### config.mk
export PLATFORM = sky130hd
export DESIGN_NAME = sbr_top
export DESIGN_NICKNAME = d
export VERILOG_FILES = /design/src/hw/sbr_pkg.sv /design/src/hw/sbr_baud_timer.sv /design/src/hw/sbr_majority.sv /design/src/hw/sbr_top.sv
export SDC_FILE = /design/constraint.sdc
export NUM_CORES = 1
export LEC_CHECK = 0
export BUFFER_PORTS_ARGS = -buffer_cell sky130_fd_sc_hd__buf_2
export CORE_ASPECT_RATIO = 0.5
export CORE_MARGIN = 8
export CORE_UTILIZATION = 50
export CTS_CLUSTER_SIZE = 20
export DETAILED_ROUTE_END_ITERATION = 10
export PLACE_DENSITY_LB_ADDON = 0.15
export RECOVER_POWER = 25
export SLEW_MARGIN = 40
export SYNTH_ARGS = -nofsm -noshare
export SYNTH_HDL_FRONTEND = slang
export SYNTH_HIERARCHICAL = 1
export SYNTH_SLANG_ARGS = --single-unit
### constraint.sdc
create_clock -name aclk -period 2.2 [get_ports aclk]
set_input_delay 0.22 -clock aclk [delete_from_list [all_inputs] [get_ports aclk]]
set_output_delay 0.22 -clock aclk [all_outputs]
set_load 0.1 [all_outputs]
### src/hw/sbr_pkg.sv
// shared constants, types and helpers of the serial baud rate generator
package sbr_pkg;
	localparam int unsigned DIV_W = 8;
	localparam int unsigned PRESC_W = 7;
	localparam int unsigned GAP_W = 16;

	// byte addresses of the word-aligned registers
	localparam logic [31:0] OFS_TXCS = 32'h0000_0000;
	localparam logic [31:0] OFS_RXCS = 32'h0000_0004;
	localparam logic [31:0] OFS_DIV = 32'h0000_0008;
	localparam logic [31:0] OFS_STAT = 32'h0000_000c;

	// transmit_control_status fields
	localparam int unsigned TX_CSRC = 7;
	localparam int unsigned TX_TX9 = 6;
	localparam int unsigned TX_TXEN = 5;
	localparam int unsigned TX_SYNC = 4;
	localparam int unsigned TX_HSEL = 2;
	localparam int unsigned TX_TRMT = 1;
	localparam logic [7:0] TX_WMASK = 8'hf5;
	// receive_control_status fields
	localparam int unsigned RX_SPEN = 7;
	localparam logic [7:0] RX_WMASK = 8'hf8;
	localparam logic [7:0] RX_RMASK = 8'h07;
	// status register fields
	localparam int unsigned ST_LEVEL = 0;
	localparam int unsigned ST_CNT_LSB = 8;

	localparam logic [7:0] TXCS_RST = 8'h00;
	localparam logic [7:0] RXCS_RST = 8'h00;
	localparam logic [7:0] DIV_RST = 8'h00;
	localparam logic [2:0] SAMP_RST = 3'h7;

	localparam logic [PRESC_W-1:0] RATIO_ASYNC_LO = 7'h40;
	localparam logic [PRESC_W-1:0] RATIO_ASYNC_HI = 7'h10;
	localparam logic [PRESC_W-1:0] RATIO_SYNC = 7'h04;

	localparam logic [1:0] RESP_OKAY = 2'h0;
	localparam logic [1:0] RESP_SLVERR = 2'h2;

	typedef enum logic [1:0] {SBR_ASYNC_LO, SBR_ASYNC_HI, SBR_SYNC} sbr_mode_t;
	typedef enum logic [2:0] {SBR_SEL_TXCS, SBR_SEL_RXCS, SBR_SEL_DIV, SBR_SEL_STAT,
		SBR_SEL_NONE} sbr_sel_t;

	function automatic sbr_mode_t sbr_mode(input logic sync, input logic hsel);
		if (sync) begin
			return SBR_SYNC;
		end
		return hsel ? SBR_ASYNC_HI : SBR_ASYNC_LO;
	endfunction : sbr_mode

	function automatic logic [PRESC_W-1:0] sbr_ratio(input sbr_mode_t m);
		case (m)
			SBR_ASYNC_LO: return RATIO_ASYNC_LO;
			SBR_ASYNC_HI: return RATIO_ASYNC_HI;
			SBR_SYNC: return RATIO_SYNC;
			default: return RATIO_ASYNC_LO;
		endcase
	endfunction : sbr_ratio

	function automatic sbr_sel_t sbr_decode(input logic [31:0] addr);
		case (addr)
			OFS_TXCS: return SBR_SEL_TXCS;
			OFS_RXCS: return SBR_SEL_RXCS;
			OFS_DIV: return SBR_SEL_DIV;
			OFS_STAT: return SBR_SEL_STAT;
			default: return SBR_SEL_NONE;
		endcase
	endfunction : sbr_decode
endpackage : sbr_pkg

### src/hw/sbr_baud_timer.sv
// free-running divisor timer producing one tick per divisor+1 clocks
`timescale 1ns/1ps
module sbr_baud_timer #(
	parameter int unsigned WIDTH = 8
) (
	input wire logic aclk,
	input wire logic aresetn,
	input wire logic enable,
	input wire logic clear,
	input wire logic [WIDTH-1:0] divisor,
	output logic tick_ff,
	output logic [WIDTH-1:0] count_ff
);
	import sbr_pkg::*;

	logic at_end;
	logic [GAP_W-1:0] gap_ff;
	logic seen_ff;

	// >= rather than == so a shrunken divisor can never strand the count
	assign at_end = count_ff >= divisor;

	always_ff @(posedge aclk) begin
		if (!aresetn || !enable || clear) begin
			count_ff <= '0;
		end else if (at_end) begin
			count_ff <= '0;
		end else begin
			count_ff <= WIDTH'(count_ff + 1'b1);
		end
	end

	always_ff @(posedge aclk) begin
		if (!aresetn) begin
			tick_ff <= 1'b0;
		end else begin
			tick_ff <= enable && !clear && at_end;
		end
	end

	// helper: clocks since the last tick, only for checking
	always_ff @(posedge aclk) begin
		if (!aresetn || !enable || clear) begin
			gap_ff <= '0;
			seen_ff <= 1'b0;
		end else if (tick_ff) begin
			gap_ff <= '0;
			seen_ff <= 1'b1;
		end else begin
			gap_ff <= GAP_W'(gap_ff + 1'b1);
		end
	end

	property p_tick_period;
		@(posedge aclk) disable iff (!aresetn)
		tick_ff && seen_ff |-> gap_ff == GAP_W'($past(divisor));
	endproperty
	a_tick_period: assert property (p_tick_period)
		else $error("baud tick spacing differs from divisor plus one");

	property p_count_bound;
		@(posedge aclk) disable iff (!aresetn)
		enable && !clear |-> count_ff <= divisor;
	endproperty
	a_count_bound: assert property (p_count_bound)
		else $error("baud timer count exceeds divisor");

	property p_clear_restart;
		@(posedge aclk) disable iff (!aresetn)
		clear |=> count_ff == '0 && !tick_ff;
	endproperty
	a_clear_restart: assert property (p_clear_restart)
		else $error("divisor write did not restart the baud timer");
endmodule : sbr_baud_timer

### src/hw/sbr_majority.sv
// three-sample majority detector for the receive line
`timescale 1ns/1ps
module sbr_majority (
	input wire logic aclk,
	input wire logic aresetn,
	input wire logic enable,
	input wire logic sample_en,
	input wire logic din,
	output logic level_ff
);
	import sbr_pkg::*;

	logic [2:0] samples_ff;

	// idle line is high, so samples start high and no false start is seen
	always_ff @(posedge aclk) begin
		if (!aresetn || !enable) begin
			samples_ff <= SAMP_RST;
		end else if (sample_en) begin
			samples_ff <= {samples_ff[1:0], din};
		end
	end

	always_ff @(posedge aclk) begin
		if (!aresetn) begin
			level_ff <= 1'b1;
		end else begin
			level_ff <= (samples_ff[0] & samples_ff[1]) | (samples_ff[0] & samples_ff[2])
				| (samples_ff[1] & samples_ff[2]);
		end
	end

	property p_two_high;
		@(posedge aclk) disable iff (!aresetn)
		(samples_ff == 3'h3 || samples_ff == 3'h5 || samples_ff == 3'h6) |=> level_ff;
	endproperty
	a_two_high: assert property (p_two_high)
		else $error("two high samples did not resolve high");

	property p_two_low;
		@(posedge aclk) disable iff (!aresetn)
		(samples_ff == 3'h4 || samples_ff == 3'h2 || samples_ff == 3'h1) |=> !level_ff;
	endproperty
	a_two_low: assert property (p_two_low)
		else $error("two low samples did not resolve low");
endmodule : sbr_majority

### src/hw/sbr_top.sv
// baud rate generator with receive sampling and AXI4-Lite registers
// Functional notes
// - bit timing comes from the device clock, so rate scales with it.
// - receive level is the majority of three samples of the pin.
// - async low speed: rate is clock over 64 times divisor plus one.
// - async high speed: rate is clock over 16 times divisor plus one.
// - sync mode: rate is clock over 4 times divisor plus one.
// - divisor n is the value software last wrote to the divisor register.
// - one free-running 8-bit timer serves async and sync modes.
// - a divisor write clears the timer one clock after the new divisor lands.
// - async tick runs at 16 or 64 times the bit rate.
`timescale 1ns/1ps
module sbr_top (
	input wire logic aclk,
	input wire logic aresetn,
	input wire logic [31:0] s_axi_awaddr,
	input wire logic s_axi_awvalid,
	output logic s_axi_awready,
	input wire logic [31:0] s_axi_wdata,
	input wire logic [3:0] s_axi_wstrb,
	input wire logic s_axi_wvalid,
	output logic s_axi_wready,
	output logic [1:0] s_axi_bresp,
	output logic s_axi_bvalid,
	input wire logic s_axi_bready,
	input wire logic [31:0] s_axi_araddr,
	input wire logic s_axi_arvalid,
	output logic s_axi_arready,
	output logic [31:0] s_axi_rdata,
	output logic [1:0] s_axi_rresp,
	output logic s_axi_rvalid,
	input wire logic s_axi_rready,
	input wire logic serial_receive_pin,
	input wire logic tsr_empty,
	input wire logic [2:0] rx_status,
	output logic baud_tick,
	output logic bit_tick,
	output logic rx_level,
	output logic [7:0] transmit_control_status,
	output logic [7:0] receive_control_status
);
	import sbr_pkg::*;

	logic aw_held_ff, w_held_ff;
	logic [31:0] awaddr_ff, wdata_ff;
	logic [3:0] wstrb_ff;
	logic awready_ff, wready_ff, bvalid_ff, arready_ff, rvalid_ff;
	logic [1:0] bresp_ff, rresp_ff;
	logic [31:0] rdata_ff;
	logic nxt_aw_held, nxt_w_held, do_write;
	sbr_sel_t wsel, rsel;
	logic [31:0] rd_data;
	logic [1:0] rd_resp;
	logic [7:0] tx_ctrl_ff, rx_ctrl_ff, baud_divisor_ff;
	logic div_wr_ff, tx_wr;
	logic spen;
	sbr_mode_t mode;
	logic [PRESC_W-1:0] ratio;
	logic [PRESC_W-1:0] presc_ff;
	logic presc_end;
	logic bit_tick_ff;
	logic timer_tick;
	logic [DIV_W-1:0] timer_count;
	logic rx_meta_ff, rx_sync_ff;
	logic level;
	logic [GAP_W-1:0] bit_gap_ff, bit_period;
	logic bit_seen_ff, restart;

	assign s_axi_awready = awready_ff;
	assign s_axi_wready = wready_ff;
	assign s_axi_bvalid = bvalid_ff;
	assign s_axi_bresp = bresp_ff;
	assign s_axi_arready = arready_ff;
	assign s_axi_rvalid = rvalid_ff;
	assign s_axi_rresp = rresp_ff;
	assign s_axi_rdata = rdata_ff;
	assign transmit_control_status = tx_ctrl_ff;
	assign receive_control_status = rx_ctrl_ff;
	assign bit_tick = bit_tick_ff;
	assign baud_tick = timer_tick;
	assign rx_level = level;

	// write path: address and data are caught independently
	assign do_write = aw_held_ff && w_held_ff && !bvalid_ff;
	assign wsel = sbr_decode(awaddr_ff);
	assign tx_wr = do_write && wsel == SBR_SEL_TXCS && wstrb_ff[0];

	always_comb begin
		nxt_aw_held = aw_held_ff;
		nxt_w_held = w_held_ff;
		if (do_write) begin
			nxt_aw_held = 1'b0;
			nxt_w_held = 1'b0;
		end
		if (s_axi_awvalid && awready_ff) begin
			nxt_aw_held = 1'b1;
		end
		if (s_axi_wvalid && wready_ff) begin
			nxt_w_held = 1'b1;
		end
	end

	always_ff @(posedge aclk) begin
		if (!aresetn) begin
			aw_held_ff <= 1'b0;
			w_held_ff <= 1'b0;
			awready_ff <= 1'b0;
			wready_ff <= 1'b0;
			awaddr_ff <= '0;
			wdata_ff <= '0;
			wstrb_ff <= '0;
		end else begin
			aw_held_ff <= nxt_aw_held;
			w_held_ff <= nxt_w_held;
			awready_ff <= !nxt_aw_held;
			wready_ff <= !nxt_w_held;
			if (s_axi_awvalid && awready_ff) begin
				awaddr_ff <= s_axi_awaddr;
			end
			if (s_axi_wvalid && wready_ff) begin
				wdata_ff <= s_axi_wdata;
				wstrb_ff <= s_axi_wstrb;
			end
		end
	end

	always_ff @(posedge aclk) begin
		if (!aresetn) begin
			bvalid_ff <= 1'b0;
			bresp_ff <= RESP_OKAY;
		end else if (do_write) begin
			bvalid_ff <= 1'b1;
			bresp_ff <= (wsel == SBR_SEL_NONE) ? RESP_SLVERR : RESP_OKAY;
		end else if (s_axi_bready) begin
			bvalid_ff <= 1'b0;
		end
	end

	// registers; writes take byte lane 0 only, the status word is read-only
	always_ff @(posedge aclk) begin
		if (!aresetn) begin
			tx_ctrl_ff <= TXCS_RST;
			rx_ctrl_ff <= RXCS_RST;
			baud_divisor_ff <= DIV_RST;
		end else if (do_write && wstrb_ff[0]) begin
			case (wsel)
				SBR_SEL_TXCS: tx_ctrl_ff <= wdata_ff[7:0] & TX_WMASK;
				SBR_SEL_RXCS: rx_ctrl_ff <= wdata_ff[7:0] & RX_WMASK;
				SBR_SEL_DIV: baud_divisor_ff <= wdata_ff[7:0];
				default: ;
			endcase
		end
	end

	always_ff @(posedge aclk) begin
		if (!aresetn) begin
			div_wr_ff <= 1'b0;
		end else begin
			div_wr_ff <= do_write && wstrb_ff[0] && wsel == SBR_SEL_DIV;
		end
	end

	// read path
	assign rsel = sbr_decode(s_axi_araddr);

	always_comb begin
		rd_data = '0;
		rd_resp = RESP_OKAY;
		case (rsel)
			SBR_SEL_TXCS: begin
				rd_data[7:0] = tx_ctrl_ff;
				rd_data[TX_TRMT] = tsr_empty;
			end
			SBR_SEL_RXCS: rd_data[7:0] = rx_ctrl_ff | ({5'h00, rx_status} & RX_RMASK);
			SBR_SEL_DIV: rd_data[7:0] = baud_divisor_ff;
			SBR_SEL_STAT: begin
				rd_data[ST_LEVEL] = level;
				rd_data[ST_CNT_LSB +: DIV_W] = timer_count;
			end
			default: rd_resp = RESP_SLVERR;
		endcase
	end

	always_ff @(posedge aclk) begin
		if (!aresetn) begin
			arready_ff <= 1'b0;
			rvalid_ff <= 1'b0;
			rdata_ff <= '0;
			rresp_ff <= RESP_OKAY;
		end else if (s_axi_arvalid && arready_ff) begin
			arready_ff <= 1'b0;
			rvalid_ff <= 1'b1;
			rdata_ff <= rd_data;
			rresp_ff <= rd_resp;
		end else if (rvalid_ff && s_axi_rready) begin
			rvalid_ff <= 1'b0;
			arready_ff <= 1'b1;
		end else if (!rvalid_ff) begin
			arready_ff <= 1'b1;
		end
	end

	// baud generation; port enable off holds everything in reset
	assign spen = rx_ctrl_ff[RX_SPEN];
	assign mode = sbr_mode(tx_ctrl_ff[TX_SYNC], tx_ctrl_ff[TX_HSEL]);
	assign ratio = sbr_ratio(mode);

	sbr_baud_timer #(
		.WIDTH(DIV_W)
	) u_baud_timer (
		.aclk(aclk),
		.aresetn(aresetn),
		.enable(spen),
		.clear(div_wr_ff),
		.divisor(baud_divisor_ff),
		.tick_ff(timer_tick),
		.count_ff(timer_count)
	);

	// a mode change mid-count can stretch one bit period; the next is exact
	assign presc_end = presc_ff >= PRESC_W'(ratio - 1'b1);

	always_ff @(posedge aclk) begin
		if (!aresetn || !spen || div_wr_ff) begin
			presc_ff <= '0;
		end else if (timer_tick) begin
			presc_ff <= presc_end ? '0 : PRESC_W'(presc_ff + 1'b1);
		end
	end

	always_ff @(posedge aclk) begin
		if (!aresetn) begin
			bit_tick_ff <= 1'b0;
		end else begin
			bit_tick_ff <= spen && !div_wr_ff && timer_tick && presc_end;
		end
	end

	// receive pin crosses in through two flops before the vote
	always_ff @(posedge aclk) begin
		if (!aresetn) begin
			rx_meta_ff <= 1'b1;
			rx_sync_ff <= 1'b1;
		end else begin
			rx_meta_ff <= serial_receive_pin;
			rx_sync_ff <= rx_meta_ff;
		end
	end

	sbr_majority u_majority (
		.aclk(aclk),
		.aresetn(aresetn),
		.enable(spen),
		.sample_en(timer_tick),
		.din(rx_sync_ff),
		.level_ff(level)
	);

	// helper: clocks between bit ticks, only for checking
	// the divisor lands a cycle before its clear, so the write itself restarts too
	assign restart = !spen || div_wr_ff || tx_wr || (do_write && wstrb_ff[0] && wsel == SBR_SEL_DIV);
	assign bit_period = GAP_W'(GAP_W'(ratio) * GAP_W'({1'b0, baud_divisor_ff} + 9'h001));

	always_ff @(posedge aclk) begin
		if (!aresetn || restart) begin
			bit_gap_ff <= '0;
			bit_seen_ff <= 1'b0;
		end else if (bit_tick_ff) begin
			bit_gap_ff <= '0;
			bit_seen_ff <= 1'b1;
		end else begin
			bit_gap_ff <= GAP_W'(bit_gap_ff + 1'b1);
		end
	end

	property p_rate_async_lo;
		@(posedge aclk) disable iff (!aresetn)
		bit_tick_ff && bit_seen_ff && mode == SBR_ASYNC_LO
			|-> bit_gap_ff == GAP_W'(bit_period - 1'b1);
	endproperty
	a_rate_async_lo: assert property (p_rate_async_lo)
		else $error("low speed bit period is not 64 times divisor plus one");

	property p_rate_async_hi;
		@(posedge aclk) disable iff (!aresetn)
		bit_tick_ff && bit_seen_ff && mode == SBR_ASYNC_HI
			|-> bit_gap_ff == GAP_W'(bit_period - 1'b1);
	endproperty
	a_rate_async_hi: assert property (p_rate_async_hi)
		else $error("high speed bit period is not 16 times divisor plus one");

	property p_rate_sync;
		@(posedge aclk) disable iff (!aresetn)
		bit_tick_ff && bit_seen_ff && tx_ctrl_ff[TX_SYNC]
			|-> bit_gap_ff == GAP_W'({6'h00, baud_divisor_ff, 2'h3});
	endproperty
	a_rate_sync: assert property (p_rate_sync)
		else $error("sync bit period is not 4 times divisor plus one");

	property p_bit_on_tick;
		@(posedge aclk) disable iff (!aresetn)
		bit_tick_ff |-> $past(timer_tick) && (!timer_tick || $past(baud_divisor_ff) == DIV_RST);
	endproperty
	a_bit_on_tick: assert property (p_bit_on_tick)
		else $error("bit tick not aligned to a baud tick");

	property p_clock_derived;
		@(posedge aclk) disable iff (!aresetn)
		timer_tick && baud_divisor_ff != DIV_RST && !div_wr_ff |=> !timer_tick;
	endproperty
	a_clock_derived: assert property (p_clock_derived)
		else $error("baud tick faster than the device clock allows");

	property p_divisor_store;
		@(posedge aclk) disable iff (!aresetn)
		do_write && wstrb_ff[0] && wsel == SBR_SEL_DIV
			|=> baud_divisor_ff == $past(wdata_ff[7:0]) && div_wr_ff;
	endproperty
	a_divisor_store: assert property (p_divisor_store)
		else $error("divisor register does not hold the written value");
endmodule : sbr_top

## Word level (Yosys, flattened, before mapping)

Index checks and enable logic that the tools add are counted.

- Register bits after elaboration: 111
- Bits of input ports: 112
- Logic and storage cells: 107

- Add/subtract/negate cells: 3
- Magnitude comparators: 2
- Equality and inequality tests: 15
- Multiplexer cells: 23
- Bitwise logic cells: 7
- Reductions and logical operators: 32

Operators with widths:

| operator | count |
|---|---|
| == test 32 x 4 -> 1 bit, second input constant | 4 |
| == test 32 x 3 -> 1 bit, second input constant | 2 |
| logical NOT 32 bit | 2 |
| case mux 3 bit (4 select lines) | 2 |
| case mux 7 bit (3 select lines) | 1 |
| case mux 7 bit (2 select lines) | 1 |
| logical AND 1 bit | 12 |
| 2-to-1 mux 1 bit | 12 |
| == test 3 x 2 -> 1 bit, second input constant | 3 |
| adder 8 x 1 -> 8 bit, second input constant | 1 |
| >= comparator 8 bit | 1 |
| 2-to-1 mux 2 bit | 4 |
| 2-to-1 mux 8 bit | 1 |
| bitwise OR 8 x 3 -> 8 bit | 1 |
| adder 7 x 1 -> 7 bit, second input constant | 1 |
| >= comparator 7 bit | 1 |
| 2-to-1 mux 7 bit | 1 |
| subtractor 7 x 1 -> 7 bit, second input constant | 1 |
| == test 3 x 1 -> 1 bit, second input constant | 2 |
| logical NOT 1 bit | 6 |
| logical NOT 3 bit | 2 |
| AND reduction 2 bit | 3 |
| case mux 1 bit (4 select lines) | 1 |
| nonzero test 2 bit | 2 |
| 10 further kinds | 15 |

## Longest topological paths before layout

- Depth after elaboration: 7
- Depth in mapped cells: 6

## Cells and area by module

The synthesis kept the hierarchy.

By module, submodules not included:

| module | instances | cells each | area each (um2) | sequential area each (um2) |
|---|---|---|---|---|
| sbr_top | 1 | 449 | 4,088.9 | 1,921.8 |
| sbr_baud_timer | 1 | 60 | 571.8 | 180.2 |
| sbr_majority | 1 | 13 | 138.9 | 80.1 |

## Least setup slack after synthesis

OpenSTA, ideal clock, no wires.

- Path type: reg-to-reg
- From: reg tx_ctrl_ff[4] (netlist: transmit_control_status[4])
- To: reg presc_ff[0]
- Setup time: 0.065 ns
- Data arrival time: 2.183 ns
- Required time: 2.135 ns
- Slack: -0.047 ns
- Cell stages (with the launch flop): 7
- Buffers on the path: 0
- Period minus slack after synthesis: 2.247 ns
- Path through: dfxtp_1 > or2_2 > ha_1 > nor4_1 > o21ai_0 > a311o_1 > nor2_1

- Longest elaborated chain between the ends: 7

RTL lines:

| item | RTL line | text |
|---|---|---|
| from (decl) | sbr_top.sv:54 | `logic [7:0] tx_ctrl_ff, rx_ctrl_ff, baud_divisor_ff;` |
| from (signal assigned) | sbr_top.sv:147 | `SBR_SEL_TXCS: tx_ctrl_ff <= wdata_ff[7:0] & TX_WMASK;` |
| 2-to-1 mux 1 bit * | sbr_pkg.sv:46 | `if (sync) begin` |
| 2-to-1 mux 2 bit * | sbr_pkg.sv:49 | `return hsel ? SBR_ASYNC_HI : SBR_ASYNC_LO;` |
| == test 2 bit or == test 2 x 1 -> 1 bit (tied branches) | sbr_pkg.sv:53 | `case (m)` |
| case mux 7 bit (2 select lines) * | sbr_pkg.sv:53 |  |
| subtractor 7 x 1 -> 7 bit * | sbr_top.sv:221 | `assign presc_end = presc_ff >= PRESC_W'(ratio - 1'b1);` |
| >= comparator 7 bit * | sbr_top.sv:221 |  |
| 2-to-1 mux 7 bit * | sbr_top.sv:227 | `presc_ff <= presc_end ? '0 : PRESC_W'(presc_ff + 1'b1);` |
| to (signal assigned) | sbr_top.sv:227 |  |
| to (decl) | sbr_top.sv:59 | `logic [PRESC_W-1:0] presc_ff;` |

Mark *: on every way between the ends. The rest lies on a longest branch, timed or not.
A chain may end at the register's enable or synchronous reset.

## Worst setup path after layout

Same ends and word-level chain as after synthesis.

==> metrics.md <==
| Metric | Value |
|---|---|
| Syn_area_per_cell | 9.19 um^2 |
| Metal-1 WL | about 5100 um |
| Rows | 25 |
| Antenna violations before repair | 0 |
| Final Critical Period | 1.91 ns |
| Post-cts resize count | 0 |
| Worst setup SP type | flop |
| TritonCTS buffer count | 9 |
| Yosys cell types | between 40 and 50 |
| Avg WL per Cell | 14.3 um |
| Number of post-CTS setup repair buffers | 0 |
| Design area | roughly 5700 um^2 |
| RSZ-0062 raised after global routing | no |
| WP data arrival | 2.19 ns |
| Setup WS post-layout | 0.288 ns |
| # nets final | roughly 760 |
| Final Cycle Share | around 87% |
| Mapped Cells | ~520 |
| Drt drc | 0 |
| Synth area leader | dfxtp_1 |
| Setup Skew | 0.00674 ns |
| Router iterations before antenna repair | 4 |
| Largest net degree at the start of global routing | 46 |
| Avg Vias per Cell | 5.04 |
| Die ar. | 13200 um^2 |
| Max-slew violation count | 0 |
| Met2 routed WL | 5080 um |
| CTS root buffer | clkbuf_16 |
| Grt ovf | 0 |
| Final WL | between 10000 and 15000 um |
| Global-route wire length before repair | between 15000 and 20000 um |
| GP Congestion | 0.766 |
| Setup TNS | 0 ns |
| Layout area overhead | 19.5% |
| Area after DPL | 5440 um^2 |
| Synth top area share | 45.5% |
| Max layer used | met4 |
| Final hold violation count | 0 |
| Port Buffers | approximately 120 |
| Clk_lat worst skew | between 0.3 and 0.4 ns |
| Status | finished clean |
| Crit path max fanout | 7 |
| Vias | between 3000 and 4000 |
| Setup Viol. Count Final | 0 |
| Detailed Place HPWL | 8340 um |
| Hold Crit Class | primary input to flop |
| Synth Warn # | 6 |
| Max-Slew Margin vs Limit | 22.6% |
| Final Core Density | roughly three fifths |
| Io pins | about 170 |
| Die width | 155 um |
| Sequential element share of the synthesized area | between 40% and 50% |
| Worst-path clk slew | roughly 0.070 ns |
| CTS H-tree lvls | 3 |
| Setup CP Type | flop to flop |
| Metal3 WL | between 600 and 700 um |
| Overall Global Routing Usage | between 10% and 20% |
| Share of layout cells above drive strength 1 | about a quarter |
| Synthesized flop and latch total | roughly 110 |
| Leakage dissipation | 2.34 nW |
| Max_cap viols | 0 |
| Cell Pwr Density | around 750 nW/um^2 |
| Top post-synthesis cells by area | dfxtp_1 45%, nand2_1 9.9%, mux2i_1 6.0% |
| Vias in the first global route | between 3000 and 4000 |
| VDD IR-drop max | 0.434 mV |
| Diode count | 0 |
| F_max | 0.523 GHz |
| FF-to-FF setup slack | ~0.29 ns |
| CTS tree | yes |
| Routed Antenna Nets | 0 |
| Initial DRC Count | around 140 |
| Clock Path Buffers | 2 |
| CTS Sinks | 109 |
| Fillers | between 800 and 900 |
| Initial Util | 51.1% |
| CP Capture Type | flop |
| Post-Place Worst Slack | between 0.2 and 0.3 ns |
| Tot Pwr | approximately 4.3 mW |
| Number of hold buffers added after CTS | 0 |
| Cell Area, Synth | roughly 4800 um^2 |
| Worst-Margin Slew | about 1.2 ns |
| Core Region | roughly 9400 um^2 |
| WP data required | approximately 2.5 ns |
| Chip Height | roughly 85 um |
per-stage QoR:
stage | hold WS [ns] | std cells
after global routing | 0.0648 | 764
after floorplan | 0.296 | 544
after CTS | 0.0468 | 764
final | 0.0559 | 764
after global placement | 0.390 | 748
after detailed placement | 0.406 | 748
logic make-up after synthesis:
family | Yosys count | synth area share [%]
adders and majority gates | 14 | 3.65
muxes | 30 | 6.52
buffers and inverters | 56 | 6.28
DFF | 109 | 45.5
other | 1 | 0.0781
and+or+nand+nor | 217 | 24.5
AOI/OAI and AO/OA | 83 | 11.3
xor gates and xnor gates | 12 | 2.19
flip-flops by register name (all words and copies together) (netlist names), 3 cells and up:
name	cells
transmit_control_status	6
baud_divisor_ff	8
u_baud_timer/count_ff	8
awaddr_ff	32
presc_ff	7
wdata_ff	8
s_axi_rdata	16
u_majority/samples_ff	3
receive_control_status	5
synth_stat cells (all sizes together):
master / number
nor3: 16
nand3: 8
a21o: 1
conb: 1
a32o: 8
a211oi: 1
nor2b: 2
mux4: 1
or3: 1
clkbuf: 14
inv: 10
mux2i: 29
or4: 1
dfxtp: 109
o21ai: 10
ha: 14
a22o: 8
nand4b: 2
xor2: 7
nand4: 7
buf: 32
nand2b: 7
xnor2: 5
and3b: 1
and3: 2
nor2: 16
and2: 5
nor4: 18
or2: 2
o31ai: 1
a21oi: 51
a311o: 1
nand3b: 3
nand2: 126
o21a: 2
cell usage in the layout, fill, tap and decap left out, types with 3 or more instances in the layout:
cell type / instances
conb_1: 23
and2_1: 4
nor2_1: 16
nand4_1: 5
clkbuf_1: 7
nor4_4: 9
a22o_1: 8
clkbuf_16: 9
a32o_1: 8
xnor2_1: 5
ha_1: 14
buf_2: 119
nand3_1: 8
nand2b_1: 7
nand2_1: 126
nand3b_1: 3
nor3_1: 14
xor2_1: 7
mux2i_1: 29
buf_4: 5
o21ai_0: 10
dfxtp_1: 107
a21oi_1: 48
nor4_1: 9
inv_1: 10
routing by layer:
layer / track usage (%) / vias up
met5: 0 / -
li1: - / 1984
met1: 20.8 / 1772
met3: 5.37 / 10
met2: 26.6 / 86
met4: 5.03 / 0
cell type report:
class | count | area [um^2] | area share (%)
timing repair buffer | 129 | 653 | 11.4
sequential | 109 | 2180 | 38.1
inverter | 10 | 37.5 | 0.655
clock buffer | 12 | 236 | 4.12
tap | 121 | 151 | 2.64
clock inverter | 4 | 72.6 | 1.27
multi-input combinational | 379 | 2400 | 41.8
power breakdown:
part           total [mW]  leakage, nW  internal (mW)  switching [mW]
Clock                1.70        0.147          0.998           0.702
Sequential           2.06        0.885           2.02          0.0408
Combinational       0.559         1.31          0.148           0.410
Total                4.32         2.34           3.17            1.15
critical path, cell delays in order (launching register included):
cell     delay, ns
dfxtp_2       0.36
or2_2         0.29
ha_1          0.20
nor4_1        0.23
o21ai_0       0.14
a311o_1       0.48
nor2_1        0.15
path summary, 6_finish.rpt:
kind	start	to	cells past startpoint
max	transmit_control_status[4]$_SDFFE_PN0P_	presc_ff[0]$_SDFFE_PP0P_	6
min	serial_receive_pin	rx_meta_ff$_SDFF_PN1_	2
max reg2reg	transmit_control_status[4]$_SDFFE_PN0P_	presc_ff[0]$_SDFFE_PP0P_	6
min reg2reg	rx_meta_ff$_SDFF_PN1_	rx_sync_ff$_SDFF_PN1_	1
No activity file was read; power rests on OpenSTA's default activity.
